`config.mk`:
```
export PLATFORM = sky130hd
export DESIGN_NAME = sasp_serial_port
export DESIGN_NICKNAME = d
export VERILOG_FILES = /design/src/sasp_pkg.sv /design/src/sasp_serial_port.sv
export SDC_FILE = /design/constraint.sdc
export NUM_CORES = 1
export LEC_CHECK = 0
export ABC_AREA = 1
export BUFFER_PORTS_ARGS = -buffer_cell sky130_fd_sc_hd__buf_4
export CAP_MARGIN = 20
export CORE_ASPECT_RATIO = 0.9
export CORE_UTILIZATION = 29
export CTS_BUF_LIST = sky130_fd_sc_hd__clkbuf_16
export DETAILED_ROUTE_END_ITERATION = 6
export GPL_TIMING_DRIVEN = 1
export HOLD_SLACK_MARGIN = 0.06
export SYNTH_ARGS = -nofsm -noshare
export SYNTH_HDL_FRONTEND = slang
export SYNTH_SLANG_ARGS = --single-unit
```
`constraint.sdc`:
```
create_clock -name clk -period 6.2 [get_ports clk]
set_input_delay 0.62 -clock clk [delete_from_list [all_inputs] [get_ports clk]]
set_output_delay 0.62 -clock clk [all_outputs]
set_load 0.02 [all_outputs]
```
`src/sasp_pkg.sv`:
```
// package: register map, fields, states and timing of the stereo adc serial port
package sasp_pkg;
    // ----------------------------------------
    // register offsets and reset value
    // ----------------------------------------
    localparam logic [7:0] REG_CLK_SRC = 8'h04;
    localparam logic [7:0] REG_FORMAT = 8'h1b;
    localparam logic [7:0] REG_OFFSET1 = 8'h1c;
    localparam logic [7:0] REG_BCLK_DIV = 8'h1e;
    localparam logic [7:0] REG_OFFSET2 = 8'h25;
    localparam logic [7:0] REG_CHAN_ARR = 8'h26;
    localparam logic [7:0] REG_STATUS = 8'h27;
    localparam logic [7:0] CFG_RESET = 8'h00;
    // ----------------------------------------
    // field positions and codes
    // ----------------------------------------
    localparam int PLL_PWR_BIT = 7;
    localparam int ADC_PWR_BIT = 6;
    localparam int BCLK_MST_BIT = 3;
    localparam int WCLK_MST_BIT = 2;
    localparam int WCLK_PULSE_BIT = 1;
    localparam int TRI_END_BIT = 0;
    localparam int SLOT_BIT = 0;
    localparam int SWAP_BIT = 4;
    localparam int PROC_SEL_BIT = 5;
    localparam int STAT_READY_BIT = 0;
    localparam int STAT_EMPTY_BIT = 1;
    localparam logic [1:0] CSRC_MCLK = 2'h0;
    localparam logic [1:0] CSRC_BCLK = 2'h1;
    localparam logic [1:0] CSRC_PLL = 2'h3;
    localparam logic [1:0] FMT_STEREO = 2'h0;
    localparam logic [1:0] FMT_DSP = 2'h1;
    localparam logic [1:0] FMT_RIGHT = 2'h2;
    localparam logic [1:0] FMT_LEFT = 2'h3;
    localparam logic [1:0] PH_ADDR = 2'h0;
    localparam logic [1:0] PH_REG = 2'h1;
    localparam logic [1:0] PH_DATA = 2'h2;
    // ----------------------------------------
    // timing
    // ----------------------------------------
    localparam logic [7:0] MASTER_FRAME_BITS = 8'h40;
    localparam logic [7:0] MASTER_HALF_BITS = 8'h20;
    localparam logic [7:0] DIV_ZERO_MEANS = 8'h80;
    localparam int CLK_HZ = 40_000_000;
    localparam int PLL_SETTLE_MS = 10;
    localparam int PLL_SETTLE_CYC = CLK_HZ / 1000 * PLL_SETTLE_MS;
    localparam int FIFO_DEPTH = 8;
    // ----------------------------------------
    // types
    // ----------------------------------------
    typedef enum logic [4:0] {
        I_IDLE = 5'h01,
        I_RECV = 5'h02,
        I_ACK = 5'h04,
        I_SEND = 5'h08,
        I_RACK = 5'h10
    } sasp_i2c_st_t;
    typedef struct packed {logic [31:0] left; logic [31:0] right;} sasp_sample_t;
    typedef struct packed {
        logic [7:0] clkSrc, format, offset1, bclkDiv, offset2, chanArr;
    } sasp_cfg_t;
    typedef struct packed {
        sasp_i2c_st_t st; logic [3:0] cnt; logic [7:0] sh; logic [1:0] phase;
        logic rd; logic [7:0] ptr; logic drv;
    } sasp_i2c_t;
    typedef struct packed {
        logic [7:0] divCnt; logic bclkGen; logic [7:0] bitCnt; logic wclkGen;
    } sasp_clkgen_t;
    typedef struct packed {
        logic bPrev; logic wSamp; logic [8:0] pos, pos2, half, len;
        sasp_sample_t word; logic dout, en;
    } sasp_frame_t;

    function automatic logic [8:0] sasp_word_bits(input logic [1:0] code);
        case (code)
            2'h0: return 9'h010;
            2'h1: return 9'h014;
            2'h2: return 9'h018;
            default: return 9'h020;
        endcase
    endfunction : sasp_word_bits
endpackage : sasp_pkg

```
`src/sasp_serial_port.sv`:
```
// stereo adc audio serial port with i2c register file and sample fifo
// How it works
// - pll clocks withheld ten milliseconds after power-up
// - reset leaves every block powered down
// - power-down keeps all register contents
// - two-bit field picks converter clock source
// - dividers reach all standard sampling rates
// - left, right, stereo, dsp framing
// - msb first, word length 16 to 32
// - word and bit clock directions separate
// - word clock marks frame, pulse or square
// - word clock rate equals sample rate
// - divider sets master bit clock rate
// - slot mode off: one offset both channels, none in right framing
// - slot mode: second offset gaps second word, except in right framing
// - swap bit exchanges channel order
// - one of two processors at once
// - slave dsp uses word clock rise only
// - data valid on bit clock rising edges
// - slot mode ignores falling word clock edge, rising in stereo, neither in right framing

module sasp_fifo #(
    parameter int WIDTH = 64,
    parameter int DEPTH = 8
) (
    input wire logic clk,
    input wire logic rst,
    input wire logic inValid,
    output logic inReady,
    input wire logic [WIDTH-1:0] inData,
    output logic outValid,
    input wire logic outReady,
    output logic [WIDTH-1:0] outData
);
    localparam int AW = $clog2(DEPTH);
    logic [WIDTH-1:0] mem_ff [DEPTH];
    logic [AW:0] wrPtr_ff, rdPtr_ff, nxt_wrPtr, nxt_rdPtr;
    logic push, pop;

    always_comb
    begin
        push = inValid && inReady;
        pop = outValid && outReady;
        nxt_wrPtr = wrPtr_ff + (AW+1)'(push);
        nxt_rdPtr = rdPtr_ff + (AW+1)'(pop);
    end

    always_ff @(posedge clk)
    begin
        if (rst)
        begin
            wrPtr_ff <= '0;
            rdPtr_ff <= '0;
        end
        else
        begin
            wrPtr_ff <= nxt_wrPtr;
            rdPtr_ff <= nxt_rdPtr;
        end
        if (push)
            mem_ff[wrPtr_ff[AW-1:0]] <= inData;
    end

    assign inReady = (wrPtr_ff - rdPtr_ff) != (AW+1)'(DEPTH);
    assign outValid = wrPtr_ff != rdPtr_ff;
    assign outData = mem_ff[rdPtr_ff[AW-1:0]];
endmodule : sasp_fifo

module sasp_serial_port #(
    parameter logic [6:0] DEV_ADDR = 7'h2a,
    parameter int PLL_SETTLE_CYCLES = sasp_pkg::PLL_SETTLE_CYC
) (
    input wire logic clk,
    input wire logic rst,
    input wire logic sclIn,
    input wire logic sdaIn,
    output logic sdaOut,
    output logic sdaOeN,
    input wire logic bclkIn,
    output logic bclkOut,
    output logic bclkOeN,
    input wire logic wclkIn,
    output logic wclkOut,
    output logic wclkOeN,
    output logic doutOut,
    output logic doutOeN,
    input wire logic sampleValid,
    output logic sampleReady,
    input wire sasp_pkg::sasp_sample_t sampleData,
    output logic [1:0] converterClockSource,
    output logic converterClocksReady,
    output logic adcPowered,
    output logic processorSelect
);
    import sasp_pkg::*;
    // DEV_ADDR default is arbitrary

    // ----------------------------------------
    // pin synchronisers: scl, sda, bclk, wclk
    // ----------------------------------------
    logic [3:0] sync1_ff, sync2_ff, pinD_ff;
    always_ff @(posedge clk)
    begin
        if (rst)
        begin
            sync1_ff <= 4'hc;
            sync2_ff <= 4'hc;
            pinD_ff <= 4'hc;
        end
        else
        begin
            sync1_ff <= {sclIn, sdaIn, bclkIn, wclkIn};
            sync2_ff <= sync1_ff;
            pinD_ff <= sync2_ff;
        end
    end

    // ----------------------------------------
    // i2c register slave
    // ----------------------------------------
    sasp_i2c_t i2c_ff, nxtI;
    sasp_cfg_t cfg_ff, nxtCfg;
    logic sclRise, sclFall, startSeen, stopSeen, wrStrobe, fifoValid, clocksReady;
    logic [7:0] status;

    function automatic sasp_cfg_t regWrite(input sasp_cfg_t c, input logic [7:0] a,
                                           input logic [7:0] d);
        sasp_cfg_t r;
        r = c;
        case (a)
            REG_CLK_SRC: r.clkSrc = d;
            REG_FORMAT: r.format = d;
            REG_OFFSET1: r.offset1 = d;
            REG_BCLK_DIV: r.bclkDiv = d;
            REG_OFFSET2: r.offset2 = d;
            REG_CHAN_ARR: r.chanArr = d;
            default: r = c;
        endcase
        return r;
    endfunction : regWrite

    function automatic logic [7:0] regRead(input sasp_cfg_t c, input logic [7:0] a,
                                           input logic [7:0] s);
        case (a)
            REG_CLK_SRC: return c.clkSrc;
            REG_FORMAT: return c.format;
            REG_OFFSET1: return c.offset1;
            REG_BCLK_DIV: return c.bclkDiv;
            REG_OFFSET2: return c.offset2;
            REG_CHAN_ARR: return c.chanArr;
            REG_STATUS: return s;
            default: return 8'h00;
        endcase
    endfunction : regRead

    assign sclRise = sync2_ff[3] & ~pinD_ff[3];
    assign sclFall = ~sync2_ff[3] & pinD_ff[3];
    assign startSeen = sync2_ff[3] & pinD_ff[3] & ~sync2_ff[2] & pinD_ff[2];
    assign stopSeen = sync2_ff[3] & pinD_ff[3] & sync2_ff[2] & ~pinD_ff[2];
    assign wrStrobe = (i2c_ff.st == I_RECV) && sclFall && (i2c_ff.cnt == 4'h8)
        && (i2c_ff.phase == PH_DATA) && !startSeen && !stopSeen;
    always_comb
    begin
        status = 8'h00;
        status[STAT_READY_BIT] = clocksReady;
        status[STAT_EMPTY_BIT] = ~fifoValid;
    end

    always_comb
    begin
        nxtI = i2c_ff;
        nxtCfg = cfg_ff;
        if (stopSeen)
        begin
            nxtI.st = I_IDLE;
            nxtI.drv = 1'b0;
        end
        else if (startSeen)
        begin
            nxtI.st = I_RECV;
            nxtI.cnt = 4'h0;
            nxtI.phase = PH_ADDR;
            nxtI.drv = 1'b0;
        end
        else
        begin
            case (i2c_ff.st)
                I_RECV:
                    if (sclRise)
                    begin
                        nxtI.sh = {i2c_ff.sh[6:0], sync2_ff[2]};
                        nxtI.cnt = i2c_ff.cnt + 4'h1;
                    end
                    else if (sclFall && i2c_ff.cnt == 4'h8)
                    begin
                        nxtI.st = I_ACK;
                        nxtI.drv = 1'b1;
                        if (i2c_ff.phase == PH_ADDR)
                        begin
                            nxtI.rd = i2c_ff.sh[0];
                            if (i2c_ff.sh[7:1] != DEV_ADDR)
                            begin
                                nxtI.st = I_IDLE;
                                nxtI.drv = 1'b0;
                            end
                        end
                        else if (i2c_ff.phase == PH_REG)
                            nxtI.ptr = i2c_ff.sh;
                        else
                        begin
                            nxtCfg = regWrite(cfg_ff, i2c_ff.ptr, i2c_ff.sh);
                            nxtI.ptr = i2c_ff.ptr + 8'h01;
                        end
                    end
                I_ACK:
                    if (sclFall)
                    begin
                        nxtI.cnt = 4'h1;
                        nxtI.st = i2c_ff.rd ? I_SEND : I_RECV;
                        nxtI.sh = regRead(cfg_ff, i2c_ff.ptr, status);
                        nxtI.drv = i2c_ff.rd & ~nxtI.sh[7];
                        if (!i2c_ff.rd)
                        begin
                            nxtI.cnt = 4'h0;
                            nxtI.phase = (i2c_ff.phase == PH_ADDR) ? PH_REG : PH_DATA;
                        end
                    end
                I_SEND:
                    if (sclFall && i2c_ff.cnt == 4'h8)
                    begin
                        nxtI.st = I_RACK;
                        nxtI.drv = 1'b0;
                        nxtI.ptr = i2c_ff.ptr + 8'h01;
                    end
                    else if (sclFall)
                    begin
                        nxtI.sh = {i2c_ff.sh[6:0], 1'b0};
                        nxtI.drv = ~i2c_ff.sh[6];
                        nxtI.cnt = i2c_ff.cnt + 4'h1;
                    end
                I_RACK:
                    if (sclRise)
                        nxtI.st = sync2_ff[2] ? I_IDLE : I_ACK;
                default: nxtI.st = I_IDLE;
            endcase
        end
    end

    always_ff @(posedge clk)
    begin
        if (rst)
        begin
            i2c_ff <= '{st: I_IDLE, default: '0};
            cfg_ff <= {6{CFG_RESET}};
        end
        else
        begin
            i2c_ff <= nxtI;
            cfg_ff <= nxtCfg;
        end
    end

    // ----------------------------------------
    // pll settle and clock generators
    // ----------------------------------------
    logic [31:0] pllCnt_ff, nxt_pllCnt;
    logic pllDone, run, bMaster, wMaster, bRise, bFall, bclkUse, wNow;
    logic [7:0] divN;
    sasp_clkgen_t cg_ff, nxtCg;
    sasp_frame_t fr_ff, nxtFr;

    assign pllDone = pllCnt_ff == 32'(PLL_SETTLE_CYCLES);
    assign clocksReady = (cfg_ff.clkSrc[1:0] != CSRC_PLL) | pllDone;
    assign run = cfg_ff.clkSrc[ADC_PWR_BIT] & clocksReady;
    assign bMaster = cfg_ff.format[BCLK_MST_BIT];
    assign wMaster = cfg_ff.format[WCLK_MST_BIT];
    assign divN = (cfg_ff.bclkDiv[6:0] == 7'h00) ? DIV_ZERO_MEANS : {1'b0, cfg_ff.bclkDiv[6:0]};
    assign bclkUse = bMaster ? cg_ff.bclkGen : sync2_ff[1];
    assign wNow = wMaster ? cg_ff.wclkGen : sync2_ff[0];
    assign bRise = bclkUse & ~fr_ff.bPrev;
    assign bFall = ~bclkUse & fr_ff.bPrev;

    always_comb
    begin
        nxt_pllCnt = pllCnt_ff;
        if (!cfg_ff.clkSrc[PLL_PWR_BIT])
            nxt_pllCnt = 32'h0;
        else if (!pllDone)
            nxt_pllCnt = pllCnt_ff + 32'h1;
        nxtCg = cg_ff;
        if (run && bMaster)
        begin
            nxtCg.divCnt = cg_ff.divCnt + 8'h01;
            if (cg_ff.divCnt >= divN - 8'h01)
            begin
                nxtCg.divCnt = 8'h00;
                nxtCg.bclkGen = ~cg_ff.bclkGen;
            end
        end
        else
        begin
            nxtCg.divCnt = 8'h00;
            nxtCg.bclkGen = 1'b0;
        end
        if (!(run && wMaster))
        begin
            nxtCg.bitCnt = 8'h00;
            nxtCg.wclkGen = 1'b0;
        end
        else if (bFall)
        begin
            nxtCg.bitCnt = (cg_ff.bitCnt == MASTER_FRAME_BITS - 8'h01) ? 8'h00
                : cg_ff.bitCnt + 8'h01;
            nxtCg.wclkGen = cfg_ff.format[WCLK_PULSE_BIT] ? (nxtCg.bitCnt == 8'h00)
                : (nxtCg.bitCnt < MASTER_HALF_BITS);
        end
    end

    always_ff @(posedge clk)
    begin
        if (rst)
        begin
            pllCnt_ff <= 32'h0;
            cg_ff <= '0;
        end
        else
        begin
            pllCnt_ff <= nxt_pllCnt;
            cg_ff <= nxtCg;
        end
    end

    // ----------------------------------------
    // frame engine and sample fifo
    // ----------------------------------------
    sasp_sample_t fifoData;
    logic [1:0] fmt;
    logic isStereo, isRight, slot, useOpp, wRise, wFall, frameEdge, oppEdge, popWord;
    logic [8:0] wl, off, aStart, bStart, bRef;
    logic [1:0] hitA, hitB;
    logic [31:0] firstWord, secondWord;

    function automatic logic [1:0] slotBit(input logic [31:0] w, input logic [8:0] p,
                                           input logic [8:0] s, input logic [8:0] n);
        logic [8:0] d;
        d = p - s;
        return {d < n, w[5'(n - 9'h001 - d)]};
    endfunction : slotBit

    assign fmt = cfg_ff.format[7:6];
    assign isStereo = fmt == FMT_STEREO;
    assign isRight = fmt == FMT_RIGHT;
    assign slot = cfg_ff.chanArr[SLOT_BIT];
    assign useOpp = (fmt != FMT_DSP) && (!slot || isRight);
    assign wRise = wNow & ~fr_ff.wSamp;
    assign wFall = ~wNow & fr_ff.wSamp;
    assign frameEdge = bRise & (isStereo ? wFall : wRise);
    assign oppEdge = bRise & useOpp & (isStereo ? wRise : wFall);
    assign popWord = frameEdge & run;
    assign wl = sasp_word_bits(cfg_ff.format[5:4]);
    assign off = {1'b0, cfg_ff.offset1} + {8'h00, isStereo};
    assign aStart = isRight ? fr_ff.half - wl - 9'h001 : off;
    assign bStart = isRight ? fr_ff.len - fr_ff.half - wl - 9'h001
        : useOpp ? off : off + wl + (slot ? {1'b0, cfg_ff.offset2} : 9'h000);
    assign bRef = useOpp ? fr_ff.pos2 : fr_ff.pos;
    assign firstWord = cfg_ff.chanArr[SWAP_BIT] ? fr_ff.word.right : fr_ff.word.left;
    assign secondWord = cfg_ff.chanArr[SWAP_BIT] ? fr_ff.word.left : fr_ff.word.right;
    assign hitA = slotBit(firstWord, fr_ff.pos, aStart, wl);
    assign hitB = slotBit(secondWord, bRef, bStart, wl);

    always_comb
    begin
        nxtFr = fr_ff;
        nxtFr.bPrev = bclkUse;
        if (bRise)
        begin
            nxtFr.wSamp = wNow;
            nxtFr.pos = frameEdge ? 9'h000 : fr_ff.pos + {8'h00, fr_ff.pos != 9'h1ff};
            nxtFr.pos2 = oppEdge ? 9'h000 : fr_ff.pos2 + {8'h00, fr_ff.pos2 != 9'h1ff};
            if (frameEdge)
            begin
                nxtFr.len = fr_ff.pos + 9'h001;
                nxtFr.word = fifoValid ? fifoData : '0;
            end
            if (oppEdge)
                nxtFr.half = fr_ff.pos + 9'h001;
        end
        if (bFall)
        begin
            // data changes on the falling edge so the rising edge samples it clean
            nxtFr.dout = hitA[1] ? hitA[0] : hitB[1] & hitB[0];
            nxtFr.en = hitA[1] | hitB[1] | ~cfg_ff.format[TRI_END_BIT];
        end
        if (!run)
            nxtFr.en = 1'b0;
    end

    always_ff @(posedge clk)
    begin
        if (rst)
            fr_ff <= '0;
        else
            fr_ff <= nxtFr;
    end

    sasp_fifo #(.WIDTH(64), .DEPTH(FIFO_DEPTH)) u_fifo (
        .clk(clk),
        .rst(rst),
        .inValid(sampleValid),
        .inReady(sampleReady),
        .inData(sampleData),
        .outValid(fifoValid),
        .outReady(popWord),
        .outData(fifoData)
    );

    // ----------------------------------------
    // pins and status outputs
    // ----------------------------------------
    assign sdaOut = 1'b0;
    assign sdaOeN = ~i2c_ff.drv;
    assign bclkOut = cg_ff.bclkGen;
    assign bclkOeN = ~(bMaster & run);
    assign wclkOut = cg_ff.wclkGen;
    assign wclkOeN = ~(wMaster & run);
    assign doutOut = fr_ff.dout;
    assign doutOeN = ~fr_ff.en;
    assign converterClockSource = cfg_ff.clkSrc[1:0];
    assign converterClocksReady = clocksReady;
    assign adcPowered = run;
    assign processorSelect = cfg_ff.chanArr[PROC_SEL_BIT];

    // ----------------------------------------
    // checks
    // ----------------------------------------
    pll_wait_a: assert property (@(posedge clk) disable iff (rst)
        ($rose(cfg_ff.clkSrc[PLL_PWR_BIT]) && converterClockSource == CSRC_PLL)
        |-> !converterClocksReady) else $error("pll clocks released early");
    reset_down_a: assert property (@(posedge clk)
        rst |=> !adcPowered && bclkOeN && wclkOeN && doutOeN)
        else $error("block powered after reset");
    regs_kept_a: assert property (@(posedge clk) disable iff (rst)
        !wrStrobe |=> $stable(cfg_ff)) else $error("register changed without a write");
    src_ready_a: assert property (@(posedge clk) disable iff (rst)
        (converterClockSource != CSRC_PLL) |-> converterClocksReady)
        else $error("non pll source not ready");
    slave_pins_a: assert property (@(posedge clk) disable iff (rst)
        (!bMaster |-> bclkOeN) and (!wMaster |-> wclkOeN)) else $error("slave clock driven");
    bclk_div_a: assert property (@(posedge clk) disable iff (rst)
        (run && bMaster && $past(run && bMaster) && $changed(cg_ff.bclkGen))
        |-> $past(cg_ff.divCnt) >= $past(divN) - 8'h01) else $error("bit clock divider off");
    dsp_rise_a: assert property (@(posedge clk) disable iff (rst)
        (bRise && fmt == FMT_DSP && wFall && fr_ff.pos != 9'h1ff)
        |=> fr_ff.pos == $past(fr_ff.pos) + 9'h001) else $error("dsp used falling edge");
    swap_load_a: assert property (@(posedge clk) disable iff (rst)
        (popWord && fifoValid && cfg_ff.chanArr[SWAP_BIT])
        |=> firstWord == $past(fifoData.right)) else $error("swap order wrong");
endmodule : sasp_serial_port

```
### Word-level counts from Yosys, hierarchy flattened

Memory sizes are Yosys's and may differ from the RTL's. A register that Yosys moved wholly into a read port is not among the register bits.
Cells that the tools add are included.

| word-level totals | value |
|---|---|
| memories | 1 |
| bits in writable memories | 512 |
| output and inout port bits | 14 |
| bits in registers | 251 |

Memory list:

| name | depth | width | rd ports | clocked after memory_dff | write ports | RTL line | RTL |
|---|---|---|---|---|---|---|---|
| u_fifo.mem_ff | 8 | 64 | 1 | 1 | 1 | sasp_serial_port.sv:36 | `logic [WIDTH-1:0] mem_ff [DEPTH];` |

| cells by class | value |
|---|---|
| bitwise gates (word level) | 49 |
| multiplexer cells | 63 |
| equal/unequal tests | 44 |
| reduce and logical (&&, ||, !) cells | 41 |
| add/sub/neg operators | 25 |
| order comparisons | 6 |

Operators with widths:

| operator | number |
|---|---|
| two-way mux 8 bit | 10 |
| two-way mux 9 bit | 8 |
| two-way mux 32 bit | 2 |
| two-way mux 64 bit | 1 |
| one-hot mux 8 bit (7 select lines) | 1 |
| AND reduction 8 bit | 6 |
| two-way mux 12 bit | 3 |
| one-hot mux 12 bit (3 select lines) | 1 |
| adder 32 x 1 -> 32 bit (second input constant) | 1 |
| == test 32 x 19 -> 1 bit (second input constant) | 1 |
| == test 8 x 6 -> 1 bit (second input constant) | 4 |
| subtractor 9 bit | 3 |
| inverter 1 bit | 26 |
| two-way mux 5 bit | 5 |
| adder 8 x 1 -> 8 bit (second input constant) | 3 |
| == test 8 x 5 -> 1 bit (second input constant) | 3 |
| != test 3 bit (second input constant) | 8 |
| AND 1 bit | 20 |
| one-hot mux 5 bit (4 select lines) | 1 |
| two-way mux 19 bit | 1 |
| adder 9 x 1 -> 9 bit | 2 |
| less-than comparator 9 x 6 -> 1 bit | 2 |
| != test 2 bit (second input constant) | 9 |
| != test 9 bit (second input constant) | 2 |
| 54 further kinds | 105 |

### Depth between registers and ports, before layout

| depth | value |
|---|---|
| depth after elaboration | 12 |
| depth in mapped cells | 32 |
| gate-level depth less buffers | 32 |

### Modules after synthesis

Synthesis repeated with hierarchy kept, for this count alone.

| second synthesis, totals | value |
|---|---|
| cell total of the unflattened synthesis | 3761 |
| area, all modules | 35310.1 µm² |

By module, submodules not included:

| module | cells an instance | times used | area an instance (µm²) | sequential area each (µm²) |
|---|---|---|---|---|
| sasp_fifo | 1530 | 1 | 20219.4 | 15534.9 |
| sasp_serial_port | 2231 | 1 | 15090.7 | 4824.6 |

### Worst setup path before layout

OpenSTA, ideal clock, no wires.

| timing | value |
|---|---|
| kind | reg-to-reg |
| start point | register u_fifo.rdPtr_ff[1] |
| end point | memory u_fifo.mem_ff[0][0] (enable) |
| data arrival time | 4.775 ns |
| data required time | 5.714 ns |
| stages on the path, launching flop included | 13 |
| library setup time | 0.486 ns |
| path slack | 0.939 ns |
| cell sequence | dfxtp_1 -> inv_1 -> clkbuf_1 -> clkbuf_1 -> ha_1 -> a21oi_1 -> nor2_1 -> nor2_1 -> xor2_1 -> nand4_1 -> and2_1 -> nand2_1 -> nor2_1 |

| on the way | value |
|---|---|
| cells in the longest elaborated chain, start to end | 5 |

RTL lines:

| element | RTL line | RTL |
|---|---|---|
| start, declared | sasp_serial_port.sv:37 | `logic [AW:0] wrPtr_ff, rdPtr_ff, nxt_wrPtr, nxt_rdPtr;` |
| start signal, assigned | sasp_serial_port.sv:58 | `rdPtr_ff <= nxt_rdPtr;` |
| subtractor 4 bit | sasp_serial_port.sv:64 | `assign inReady = (wrPtr_ff - rdPtr_ff) != (AW+1)'(DEPTH);` |
| != test 4 bit | sasp_serial_port.sv:64 |  |
| net sampleReady | sasp_serial_port.sv:88 | `output logic sampleReady,` |
| logical AND 1 bit | sasp_serial_port.sv:42 | `push = inValid && inReady;` |
| two-way mux 1 bit | sasp_serial_port.sv:60 | `if (push)` |
| two-way mux 1 bit (implied by the code) | sasp_serial_port.sv:61 | `mem_ff[wrPtr_ff[AW-1:0]] <= inData;` |
| end, declared | sasp_serial_port.sv:36 |  |

The timed path passes the listed nets, and every way through them passes these cells.

### Worst setup path in the final report

| timing | value |
|---|---|
| start point | register cfg_ff[39] (netlist name) |
| end point | register fr_ff (netlist bit doutOut) |

| on the way | value |
|---|---|
| cells in the longest elaborated chain, start to end | 12 |

RTL lines:

| element | RTL line | RTL |
|---|---|---|
| start, declared | sasp_serial_port.sv:122 | `sasp_cfg_t cfg_ff, nxtCfg;` |
| start signal, assigned | sasp_serial_port.sv:254 | `cfg_ff <= {6{CFG_RESET}};` |
| start signal, assigned | sasp_serial_port.sv:259 | `cfg_ff <= nxtCfg;` |
| logical NOT 2 bit | sasp_serial_port.sv:351 | `assign isStereo = fmt == FMT_STEREO;` |
| adder 8 x 1 -> 9 bit | sasp_serial_port.sv:361 | `assign off = {1'b0, cfg_ff.offset1} + {8'h00, isStereo};` |
| adder 9 x 6 -> 9 bit | sasp_serial_port.sv:364 | `: useOpp ? off : off + wl + (slot ? {1'b0, cfg_ff.offset2} : 9'h000);` |
| adder 9 x 8 -> 9 bit | sasp_serial_port.sv:364 |  |
| two-way mux 9 bit | sasp_serial_port.sv:364 |  |
| two-way mux 9 bit | sasp_serial_port.sv:363 | `assign bStart = isRight ? fr_ff.len - fr_ff.half - wl - 9'h001` |
| subtractor 9 bit | sasp_serial_port.sv:346 | `d = p - s;` |
| subtractor 5 bit | sasp_serial_port.sv:347 | `return {d < n, w[5'(n - 9'h001 - d)]};` |
| binary-select mux 1 bit (select 5 bit) | sasp_serial_port.sv:347 |  |
| two-way mux 1 bit (implied by the code) | sasp_serial_port.sv:347 |  |
| AND 1 bit | sasp_serial_port.sv:391 | `nxtFr.dout = hitA[1] ? hitA[0] : hitB[1] & hitB[0];` |
| two-way mux 1 bit * | sasp_serial_port.sv:391 |  |
| end signal, assigned | sasp_serial_port.sv:403 | `fr_ff <= nxtFr;` |
| end, declared | sasp_serial_port.sv:270 | `sasp_frame_t fr_ff, nxtFr;` |

Mark *: on every way between the ends. The rest lies on a longest branch, timed or not. The select of a mux whose other input is x is not followed.
A chain may end at the register's enable or synchronous reset.

==> metrics.md <==
| Metric | Value |
|---|---|
| Area occupied by registers | `just over 20000 um2` |
| Mapped Area | `between 30000 and 40000 um2` |
| Reg-to-reg slack, setup | `1.08 ns` |
| Hold path depth | `2` |
| Clock buffer count from CTS | `just over 80` |
| Seq/Total Area, Yosys | `0.589` |
| Fillers | `roughly 12k` |
| Most used routing layer | `met2` |
| Reg2reg start | `cfg_ff[39]$_SDFFE_PP0P_` |
| Worst Skew | `0.0508 ns` |
| Vias in the first global route | `about 24k` |
| Met2 usage | `0.252` |
| WP data required | `6.78 ns` |
| Final wirelength | `91.7 mm` |
| Syn Nets | `approximately 3.6k` |
| Root buf cell | `clkbuf_16` |
| Clock slew seen by the registers of the worst setup and hold paths | `0.06 ns` |
| Via count | `~25k` |
| Clock latency on the worst-skew pair | `0.68 ns` |
| Number of enable flip-flop cells after synthesis | `between 500 and 600` |
| Global-route wire length before repair | `about 140 mm` |
| Post-synth top cells | `edfxtp_1 (512), o21ai_0 (441), nor2_1 (376)` |
| Area of placed instances | `roughly 37000 um2` |
| Top cells by area, synth | `edfxtp_1 (44%), dfxtp_1 (14%), o21ai_0 (6.4%)` |
| Iter 0 DRT Violations | `between 1.5k and 2k` |
| Proportion of layout cells with a drive suffix above 1 | `0.0917` |
| Port bufs | `slightly above 80` |
| Area leader, netlist | `edfxtp_1` |
| Nets@finish | `about 3.6k` |
| Adder-cell share of the synthesized area | `0.0424` |
| Max-slew violations | `0` |
| Worst IR Drop VDD | `between 200 and 300 uV` |
| Synthesis Warnings | `0` |
| Most common flop cell mapped by yosys | `edfxtp_1` |
| Hold crit path type | `input port to flip-flop` |
| Largest family of logic cells by synthesized area | `compound AO/OA/AOI/OAI gates` |
| Routed vias/inst | `between 4 and 5` |
| Cts repair resizes | `0` |
| Initial Utilization | `0.294` |
| Critical path arrival | `about 5.7 ns` |
| Static leakage power | `roughly 14 nW` |
| Met3 usage | `0.0249` |
| Synth Area in Simple Gates | `0.136` |
| Worst setup EP type | `flip-flop` |
| Congestion Overflow GR | `0` |
| Post-synth cell types | `between 60 and 70` |
| Non-filler instance count after layout | `between 5k and 6k` |
| Post-route cell area | `around 40000 um2` |
| Type of origin of the critical path | `flip-flop` |
| Setup violations, final | `0` |
| Most common cell in the netlist | `edfxtp_1` |
| Synthesized instance count | `around 3.4k` |
| Max Cap Violations | `0` |
| CTS H-tree depth | `3` |
| Tcrit/Tclk final | `0.825` |
| Rows | `approximately 120` |
| Async SR Flop Fraction | `0` |
| Die area | `~120000 um2` |
| Clk buf depth | `3` |
| DP Cell Count | `approximately 4.9k` |
| GR Util All Layers | `0.148` |
| Hold Path Sink | `sync1_ff[3]$_SDFF_PP1_` |
| FF-to-FF path depth | `30` |
| Area of the multi-input gates | `12400 um2` |
| Most frequent CP cell | `nand2_1` |
| Final worst path period need | `5.12 ns` |
| Core area | `between 100000 and 150000 um2` |
| Die W | `~370 um` |
| CTS Hold Bufs | `0` |
| Relative slew slack | `0.346` |
| CP Class | `flip-flop to flip-flop` |
| Syn-to-layout area delta | `14.8%` |
| PnR Total Power | `~11 mW` |
| Largest stage delay, worst path | `between 0.4 and 0.5 ns` |
| Initial antenna violation count | `7` |
| Yosys top cell area share | `0.445` |
| # Post-CTS Setup Buffers | `0` |
| Largest net degree at the start of global routing | `around 100` |
| Cell Pwr Density | `~270 nW/um2` |
| WL/cell | `about 18 um` |
| DRC | `0` |
| Synth Area in Compound Gates | `0.150` |
| Final GP Congestion | `0.871` |
| Die height | `around 330 um` |
| Final Hold Vio Count | `0` |
| Reg2reg end | `doutOut$_SDFFE_PP0P_` |
| Drt first pass iters | `5` |
| Global routing met1 resource utilization | `0.193` |
| Critical hold path startpoint | `sclIn` |
| Worst slew pin tran | `between 0.9 and 1 ns` |
| RSZ-0062 raised after global routing | `false` |
| CTS Sinks | `roughly 760` |
| CP Max Fanout | `5` |
| XOR/XNOR Fraction of Synth Area | `0.0162` |
| I/O pin count | `85` |
| Post-synthesis mux area share | `0.0101` |
| Dpl hpwl | `57.5 mm` |
| Setup TNS | `0 ns` |
| Syn avg cell area | `roughly 10 um2` |
| Fmax | `~200 MHz` |
| TritonCTS clock tree | `done` |
| Outcome | `finished, final reports clean` |
| Antenna viol nets, final | `0` |
| CP max-delay cell | `fa_1` |
| Synthesis-stage register bit count | `approximately 760` |
-- flip-flops by register name, summed over array words and instances, names as in the netlist, 2 cells and up --
| register | flops |
|---|---|
| sync2_ff | 4 |
| sync1_ff | 4 |
| converterClockSource | 2 |
| cfg_ff | 44 |
| u_fifo.wrPtr_ff | 4 |
| pllCnt_ff | 32 |
| cg_ff | 16 |
| u_fifo.mem_ff | 512 |
| pinD_ff | 2 |
| u_fifo.rdPtr_ff | 4 |
| i2c_ff | 29 |
| fr_ff | 103 |
-- routing by layer --
layer | wire, um | share of wire | vias up
met4 | 2220 | 0.024 | 6
met3 | 5080 | 0.055 | 139
met5 | 31 | 0.00034 | -
li1 | - | - | 12200
met1 | 40600 | 0.44 | 12200
met2 | 43700 | 0.48 | 674
-- through the flow --
step / setup slack [ns] / util / hold slack [ns]
detailed placement: 1.20 / 0.314 / 0.397
CTS: 1.15 / 0.337 / 0.0897
finish: 1.08 / 0.337 / 0.132
global route: 0.530 / 0.337 / 0.113
floorplan: 0.939 / - / 0.388
global placement: 1.28 / 0.314 / 0.399
-- cell type report --
cell class / count / share of cell area
Inverter: 312 / 0.0297
Timing Repair Buffer: 121 / 0.0275
Clock inverter: 71 / 0.0152
Tap cell: 1573 / 0.0496
Antenna cell: 3 / 0.000189
Clock buffer: 84 / 0.0530
Multi-Input combinational cell: 2172 / 0.311
Sequential cell: 761 / 0.513
-- how the worst max path moves through the flow --
| stage | from | to | slack [ns] | cells past startpoint |
|---|---|---|---|---|
| floorplan | u_fifo.rdPtr_ff[1]$_SDFF_PP0_ | u_fifo.mem_ff[0][0]$_DFFE_PP_ | 0.94 | 12 |
| global placement | cfg_ff[39]$_SDFFE_PP0P_ | doutOut$_SDFFE_PP0P_ | 1.28 | 29 |
| detailed placement | cfg_ff[39]$_SDFFE_PP0P_ | fr_ff[0]$_SDFFE_PP0P_ | 1.20 | 29 |
| CTS | cfg_ff[39]$_SDFFE_PP0P_ | doutOut$_SDFFE_PP0P_ | 1.15 | 30 |
| global route | cfg_ff[39]$_SDFFE_PP0P_ | doutOut$_SDFFE_PP0P_ | 0.53 | 30 |
| finish | cfg_ff[39]$_SDFFE_PP0P_ | doutOut$_SDFFE_PP0P_ | 1.08 | 30 |
-- kinds of logic (layout without fill, tap and decap cells) --
family,Yosys count,count (layout)
simple gates,1061,1061
compound gates,901,901
flops,761,761
buf+inv,484,588
fa+ha+maj,110,110
xor+xnor,64,64
mux,35,35
other cells,1,4
-- where the power goes --
part | switching [mW] | internal (mW)
combinational | 0.300 | 0.139
clock | 2.09 | 2.78
sequential | 0.0275 | 5.54
total | 2.42 | 8.46
-- worst max-delay path, delay by kind of cell, from the launching register on --
kind                       cells  cell delay (ns)
AOI/OAI and AO/OA              6             0.94
and+or+nand+nor               16             1.66
adders and majority gates      5             1.63
buffers and inverters          1             0.05
xor gates and xnor gates       2             0.41
DFF                            1             0.33
-- placed cells by master, fill, tap and decap left out, types with 107 or more instances in the layout --
cell	count
dfxtp_1	245
buf_4	107
a21oi_1	234
nand2_1	358
nor2_1	368
nand3_1	145
o21ai_0	441
inv_1	315
edfxtp_1	512
o221ai_1	122
Power figures use the tool's default switching activity.
